File: config.mk
export PLATFORM = sky130hd
export DESIGN_NAME = rotdp_core
export DESIGN_NICKNAME = d
export VERILOG_FILES = /design/src/hdl/rotdp_pkg.sv /design/src/hdl/rotdp_shifter.sv /design/src/hdl/rotdp_core.sv
export VERILOG_INCLUDE_DIRS = /design/src /design/src/hdl
export SDC_FILE = /design/constraint.sdc
export NUM_CORES = 1
export LEC_CHECK = 0
export BUFFER_PORTS_ARGS = -buffer_cell sky130_fd_sc_hd__buf_2
export CORE_UTILIZATION = 45
export DETAILED_ROUTE_END_ITERATION = 6
export GPL_TIMING_DRIVEN = 0
export HOLD_SLACK_MARGIN = 0.03
export PLACE_DENSITY = 0.75
export RECOVER_POWER = 100
export SLEW_MARGIN = 30
export SYNTH_ARGS = -nofsm -noshare
export SYNTH_HDL_FRONTEND = slang
export SYNTH_HIERARCHICAL = 1
export SYNTH_SLANG_ARGS = --single-unit
File: constraint.sdc
create_clock -name ref_clk -period 2.12 [get_ports ref_clk]
set_input_delay 0.636 -clock ref_clk [delete_from_list [all_inputs] [get_ports ref_clk]]
set_output_delay 0.636 -clock ref_clk [all_outputs]
set_load 0.05 [all_outputs]
File: src/hdl/rotdp_params.svh
`ifndef ROTDP_PARAMS_SVH
`define ROTDP_PARAMS_SVH
// Opcode fields, bits 15:10 of the instruction word
`define ROTDP_OPC_RLC      6'h0D
`define ROTDP_OPC_RLN      6'h11
`define ROTDP_OPC_RRC      6'h0C
`define ROTDP_OPC_MSB      15
`define ROTDP_OPC_LSB      10
`define ROTDP_DEST_BIT     9
`define ROTDP_ACC_BIT      8
`define ROTDP_ILO_MAX      8'h5F
`define ROTDP_ACC_SPLIT    8'h60
`define ROTDP_ACC_HI_BANK  4'hF
`define ROTDP_W_RESET      8'h00
`define ROTDP_C_RESET      1'b0
`endif

File: src/hdl/rotdp_pkg.sv
`default_nettype none
package rotdp_pkg;
  typedef enum logic [3:0] {
    ROTDP_Q1 = 4'h1,
    ROTDP_Q2 = 4'h2,
    ROTDP_Q3 = 4'h4,
    ROTDP_Q4 = 4'h8
  } rotdp_q_e;
  typedef enum logic [1:0] {
    ROTDP_OP_NONE = 2'h0,
    ROTDP_OP_RLC  = 2'h1,
    ROTDP_OP_RLN  = 2'h2,
    ROTDP_OP_RRC  = 2'h3
  } rotdp_op_e;
endpackage
`default_nettype wire

File: src/hdl/rotdp_shifter.sv
`include "rotdp_params.svh"
`default_nettype none
module rotdp_shifter
  import rotdp_pkg::*;
(
  input  wire rotdp_op_e  op,
  input  wire logic [7:0] operand,
  input  wire logic       carry_in,
  output logic      [7:0] result,
  output logic            carry_out
);
  always_comb begin
    result    = operand;
    carry_out = carry_in;
    unique case (op)
      ROTDP_OP_RLC: begin
        result    = {operand[6:0], carry_in};
        carry_out = operand[7];
      end
      ROTDP_OP_RLN: begin
        result    = {operand[6:0], operand[7]};
      end
      ROTDP_OP_RRC: begin
        result    = {carry_in, operand[7:1]};
        carry_out = operand[0];
      end
      ROTDP_OP_NONE: begin
        result    = operand;
      end
    endcase
  end
endmodule
`default_nettype wire

File: src/hdl/rotdp_core.sv
// Function
// - Decode in Q1, read file in Q2, rotate in Q3, write working register in Q4, file register one cycle later.
// - Rotate left no carry: bit n to n+1, bit 7 to bit 0, carry kept.
// - Destination bit 1 writes file register back; 0 writes working register.
// - Access bit 0 uses access bank; 1 uses bank select register bank.
// - Extended set, access bit 0, address at most 95: indexed literal offset.
// - Rotate right through carry: bit n to n-1, bit 0 into carry.
// - Rotate left through carry: bit 7 to carry, old carry to bit 0.
// - Rotate right through carry: old carry into result bit 7.
`include "rotdp_params.svh"
`default_nettype none
module rotdp_core
  import rotdp_pkg::*;
(
  input  wire logic        ref_clk,
  input  wire logic        nrst,
  input  wire logic        clk_en,
  input  wire logic [15:0] instr_word,
  input  wire logic        instr_valid,
  input  wire logic        ext_set_en,
  input  wire logic [3:0]  bank_select_reg,
  input  wire logic [7:0]  fsr2_base,
  input  wire logic [7:0]  file_rdata,
  output logic      [11:0] file_addr,
  output logic             file_rd,
  output logic             file_wr,
  output logic      [7:0]  file_wdata,
  output logic      [7:0]  w_reg,
  output logic             carry_flag,
  output logic             neg_flag,
  output logic             zero_flag,
  output logic      [3:0]  q_phase,
  output logic             instr_done,
  output logic             instr_hit
);
  rotdp_q_e   q;
  rotdp_op_e  op;
  logic       dest_f;
  logic [7:0] operand;
  logic [7:0] result;
  logic       next_carry;
  rotdp_op_e  dec_op;
  logic [5:0] opc;
  logic [7:0] faddr;
  logic       acc;
  logic [11:0] next_addr;

  ////////////////////////////////////////////////////////////////////////////
  // Quarter-cycle sequencer
  always_ff @(posedge ref_clk or negedge nrst) begin
    if (!nrst) begin
      q <= ROTDP_Q1;
    end else if (clk_en) begin
      unique case (q)
        ROTDP_Q1: q <= ROTDP_Q2;
        ROTDP_Q2: q <= ROTDP_Q3;
        ROTDP_Q3: q <= ROTDP_Q4;
        ROTDP_Q4: q <= ROTDP_Q1;
        // A corrupted phase code falls back to Q1 rather than stalling the core
        default:  q <= ROTDP_Q1;
      endcase
    end
  end
  assign q_phase = q;

  ////////////////////////////////////////////////////////////////////////////
  // Decode
  assign opc   = instr_word[`ROTDP_OPC_MSB:`ROTDP_OPC_LSB];
  assign faddr = instr_word[7:0];
  assign acc   = instr_word[`ROTDP_ACC_BIT];

  always_comb begin
    if (!instr_valid) begin
      dec_op = ROTDP_OP_NONE;
    end else if (opc == `ROTDP_OPC_RLC) begin
      dec_op = ROTDP_OP_RLC;
    end else if (opc == `ROTDP_OPC_RLN) begin
      dec_op = ROTDP_OP_RLN;
    end else if (opc == `ROTDP_OPC_RRC) begin
      dec_op = ROTDP_OP_RRC;
    end else begin
      dec_op = ROTDP_OP_NONE;
    end
  end

  // Operand address: indexed offset beats access bank in the low window
  always_comb begin
    if (!acc && ext_set_en && faddr <= `ROTDP_ILO_MAX) begin
      next_addr = {4'h0, 8'(fsr2_base + faddr)};
    end else if (!acc) begin
      next_addr = (faddr < `ROTDP_ACC_SPLIT) ? {4'h0, faddr}
                                             : {`ROTDP_ACC_HI_BANK, faddr};
    end else begin
      next_addr = {bank_select_reg, faddr};
    end
  end

  always_ff @(posedge ref_clk or negedge nrst) begin
    if (!nrst) begin
      op <= ROTDP_OP_NONE;
    end else if (clk_en && q == ROTDP_Q1) begin
      op <= dec_op;
    end
  end

  // Destination held for the whole cycle; the word may change after Q1
  always_ff @(posedge ref_clk or negedge nrst) begin
    if (!nrst) begin
      dest_f <= 1'b0;
    end else if (clk_en && q == ROTDP_Q1) begin
      dest_f <= instr_word[`ROTDP_DEST_BIT];
    end
  end

  // Registered so the file sees a steady address through Q2 and the write-back
  always_ff @(posedge ref_clk or negedge nrst) begin
    if (!nrst) begin
      file_addr <= 12'h000;
    end else if (clk_en && q == ROTDP_Q1) begin
      file_addr <= next_addr;
    end
  end
  assign instr_hit = (op != ROTDP_OP_NONE);

  ////////////////////////////////////////////////////////////////////////////
  // Read in Q2, rotate in Q3
  // Strobe is combinational so the file answers inside Q2, not a cycle late
  assign file_rd = (q == ROTDP_Q2) && (op != ROTDP_OP_NONE);

  always_ff @(posedge ref_clk or negedge nrst) begin
    if (!nrst) begin
      operand <= 8'h00;
    end else if (clk_en && file_rd) begin
      operand <= file_rdata;
    end
  end

  logic [7:0] rot_res;
  logic       rot_c;
  rotdp_shifter u_shift (
    .op        (op),
    .operand   (operand),
    .carry_in  (carry_flag),
    .result    (rot_res),
    .carry_out (rot_c)
  );

  always_ff @(posedge ref_clk or negedge nrst) begin
    if (!nrst) begin
      result <= 8'h00;
    end else if (clk_en && q == ROTDP_Q3) begin
      result <= rot_res;
    end
  end

  always_ff @(posedge ref_clk or negedge nrst) begin
    if (!nrst) begin
      next_carry <= `ROTDP_C_RESET;
    end else if (clk_en && q == ROTDP_Q3) begin
      next_carry <= rot_c;
    end
  end

  ////////////////////////////////////////////////////////////////////////////
  // Write working register and flags in Q4; file write strobe follows one cycle later
  logic wr_q4;
  assign wr_q4 = (q == ROTDP_Q4) && (op != ROTDP_OP_NONE);

  // Strobe lags Q4 by one cycle so the data register is settled when it rises
  always_ff @(posedge ref_clk or negedge nrst) begin
    if (!nrst) begin
      file_wr <= 1'b0;
    end else if (clk_en) begin
      file_wr <= wr_q4 && dest_f;
    end
  end

  always_ff @(posedge ref_clk or negedge nrst) begin
    if (!nrst) begin
      file_wdata <= 8'h00;
    end else if (clk_en) begin
      file_wdata <= result;
    end
  end

  always_ff @(posedge ref_clk or negedge nrst) begin
    if (!nrst) begin
      w_reg <= `ROTDP_W_RESET;
    end else if (clk_en && wr_q4 && !dest_f) begin
      w_reg <= result;
    end
  end

  // Written on every rotate; the no-carry rotate passes its own carry through
  always_ff @(posedge ref_clk or negedge nrst) begin
    if (!nrst) begin
      carry_flag <= `ROTDP_C_RESET;
    end else if (clk_en && wr_q4) begin
      carry_flag <= next_carry;
    end
  end

  always_ff @(posedge ref_clk or negedge nrst) begin
    if (!nrst) begin
      neg_flag  <= 1'b0;
      zero_flag <= 1'b0;
    end else if (clk_en && wr_q4) begin
      neg_flag  <= result[7];
      zero_flag <= (result == 8'h00);
    end
  end

  always_ff @(posedge ref_clk or negedge nrst) begin
    if (!nrst) begin
      instr_done <= 1'b0;
    end else if (clk_en) begin
      instr_done <= wr_q4;
    end
  end
endmodule
`default_nettype wire

==> impl_metrics.ini <==
[timing]
drv_slew = 0
hold_viol = 0
tightestPinTransition_ns = 1.38
timing.fmax_mhz = 483
setup_viol = 0
skew_ns = 0.00860
min_period_ns = 2.07
relSlewSlack = 0.0828
period_share = 0.976
rsz0062_at_grt = no
whs_ns = 0.484

[worst_setup_path]
cp-end-kind = primary output
crit_type = reg -> out
crit_arrival_ns = 1.43
critPathMaxFanout = 2
setup.worst_path.start_class = flop
cp.required_ns = 1.48

[pwr]
p_leak_nw = 1.72
ir_worst_vdd_v = 0.000751
p_per_area_nw_per_um2 = 1130
fin_total_pwr_mw = 4.10

[global_routing]
antenna_found_initial = 0
grt_pass1_vias = 2197
grt-ovfl-total = 0
met3_usage = 0.0358
grt.total_usage = 0.189
top_usage_layer = met2
grt_max_degree = 58
use_met1 = 0.257
grt_pass1_wl_um = 10400
use_met2 = 0.291

[clocking]
numCtsBuffers = 9
clock_latency_ns = 0.33
holdBufCountCts = 0
cts.root.buffer_cell = clkbuf_8
path_clk_slew_ns = 0.06
clockBufferDepth = 2
htree_levels = 3
cts_tree = done
cts_sinks = 57

[synthesis]
synth_edf_count = 0
synth-seq-cells = 57
synth.most_common_cell = dfrtp_1
synthFlopType = dfrtp_1
synthAdderAreaFrac = 0.0365
synth_top_area_cell = dfrtp_1
yosys_warnings = 6
synth-compound-area-share = 0.106
synthMuxAreaShare = 0.241
synth_area_leaders = dfrtp_1, mux2_2, mux2i_1
netlist_area_um2 = 2950
async_flop_share = 1.00
synthXorXnorAreaFrac = 0.00594
ys_seq_area_frac = 0.484
ys_types = 44
syn-num-nets = 293
yosys.area_share.simple = 0.0925
avgSynthCellArea_um2 = 12.1
netlist_instances = 244
synth_common_cells = dfrtp_1, mux2_2, mux2i_1, nand2_1, o21ai_0
synth_top_family_by_area = multiplexers
yosysTopAreaCellShare = 0.475

[drt]
viasPerCell = 5.21
vias = 2173
antenna_left = 0
drc = 0
wirelength_um = 6020
drtPass1Iterations = 4
wire_per_inst_um = 14.4
drt_iter0_drc = 101

[place]
dp_hpwl_um = 4330
gp_congestion = 0.803
postPlaceCellArea_um2 = 3450
numPortBuffers = 78
placed_cells = 399

[cells_and_area]
nFillCells = 561
final_util = 0.573
max_flop_register = file_addr
instances_no_fill = 417
antenna_cells = 0
largest_reg_flops = 12
final_cell_area_um2 = 3640
drive_gt1_frac = 0.326
syn_to_final_growth_pct = 23.3
finalNetCount = 385

[floorplan]
die_h_um = 83.0
die_area_um2 = 6880
pin_count = 80
die-width_um = 83.0
rows = 29
start_util = 0.464
core_area_um2 = 6350

[outcome]
outcome = completed

[worst_hold_path]
hold_class = reg -> reg

[flow_run]
drv_cap = 0
worst paths after layout:
kind | from | end | slack [ns] | cells past startpoint
max | op[1] | file_rd | 0.05 | 4
min | file_addr[3] | file_addr[3] | 0.48 | 2
max reg2reg | op[1] | w_reg[5] | 0.23 | 7
min reg2reg | file_addr[3] | file_addr[3] | 0.48 | 2
max in group asynchronous | nrst | file_addr[9] | 0.67 | 1
min in group asynchronous | nrst | w_reg[2] | 0.61 | 1
report_power, final:
group          switching (mW)  internal, mW  total [mW]
clock network           0.433         0.684        1.12
logic                    1.02         0.429        1.45
registers               0.197          1.33        1.53
total                    1.65          2.45        4.10
what timing repair did:
action | CTS | global route
setup buffers | 3 | 0
gates resized for setup | 4 | 5
endpoints found under the setup margin | 1 | 3
pin swaps | 0 | 2
cells by family (layout without fill, tap and decap cells):
family                   after synthesis  after routing
adder cells (fa/ha/maj)                8              8
AND/OR/NAND/NOR                       52             52
flip-flops                            57             57
XOR/XNOR                               2              2
multiplexers                          62             62
AO/OA/AOI/OAI                         46             46
buffers and inverters                 17            113
worst max-delay path, cell delays in order, from the launching register on:
cell and delay (ns):
dfrtp_1 0.37, or2_4 0.25, and2_4 0.14, and3_4 0.19
buf_8 0.15
routing by layer:
layer	vias up	part of all wire
li1	1062	-
met1	1050	0.48
met2	52	0.46
met3	9	0.037
met4	0	0.019
met5	-	0
per-stage QoR:
step	TNS [ns]	setup WS [ns]
CTS	0	0.0294
global route	0	0.00220
finish	0	0.0503
detailed placement	-0.757	-0.285
floorplan	-0.0413	-0.0413
global placement	-0.672	-0.257
layout by cell type (no fill, tap or decap), drive strengths merged, types with 8 or more instances in the layout:
cell,instances
nand2,20
buf,47
a21oi,9
nor2b,10
o21ai,12
mux2i,23
nor2,8
mux2,38
dfrtp,56
clkbuf,54
layout make-up:
class                   count  area [um2]  share of cell area
plain buffers              10        67.6              0.0186
clock inverters             5        80.1              0.0220
flip-flops and latches     57        1430               0.393
repair buffers             81         378               0.104
inverters                   7        26.3             0.00722
well taps                  77        96.3              0.0265
clock buffers              10         138              0.0378
multi-input cells         170        1420               0.391
Note: power is estimated with default switching activity, not from simulation.
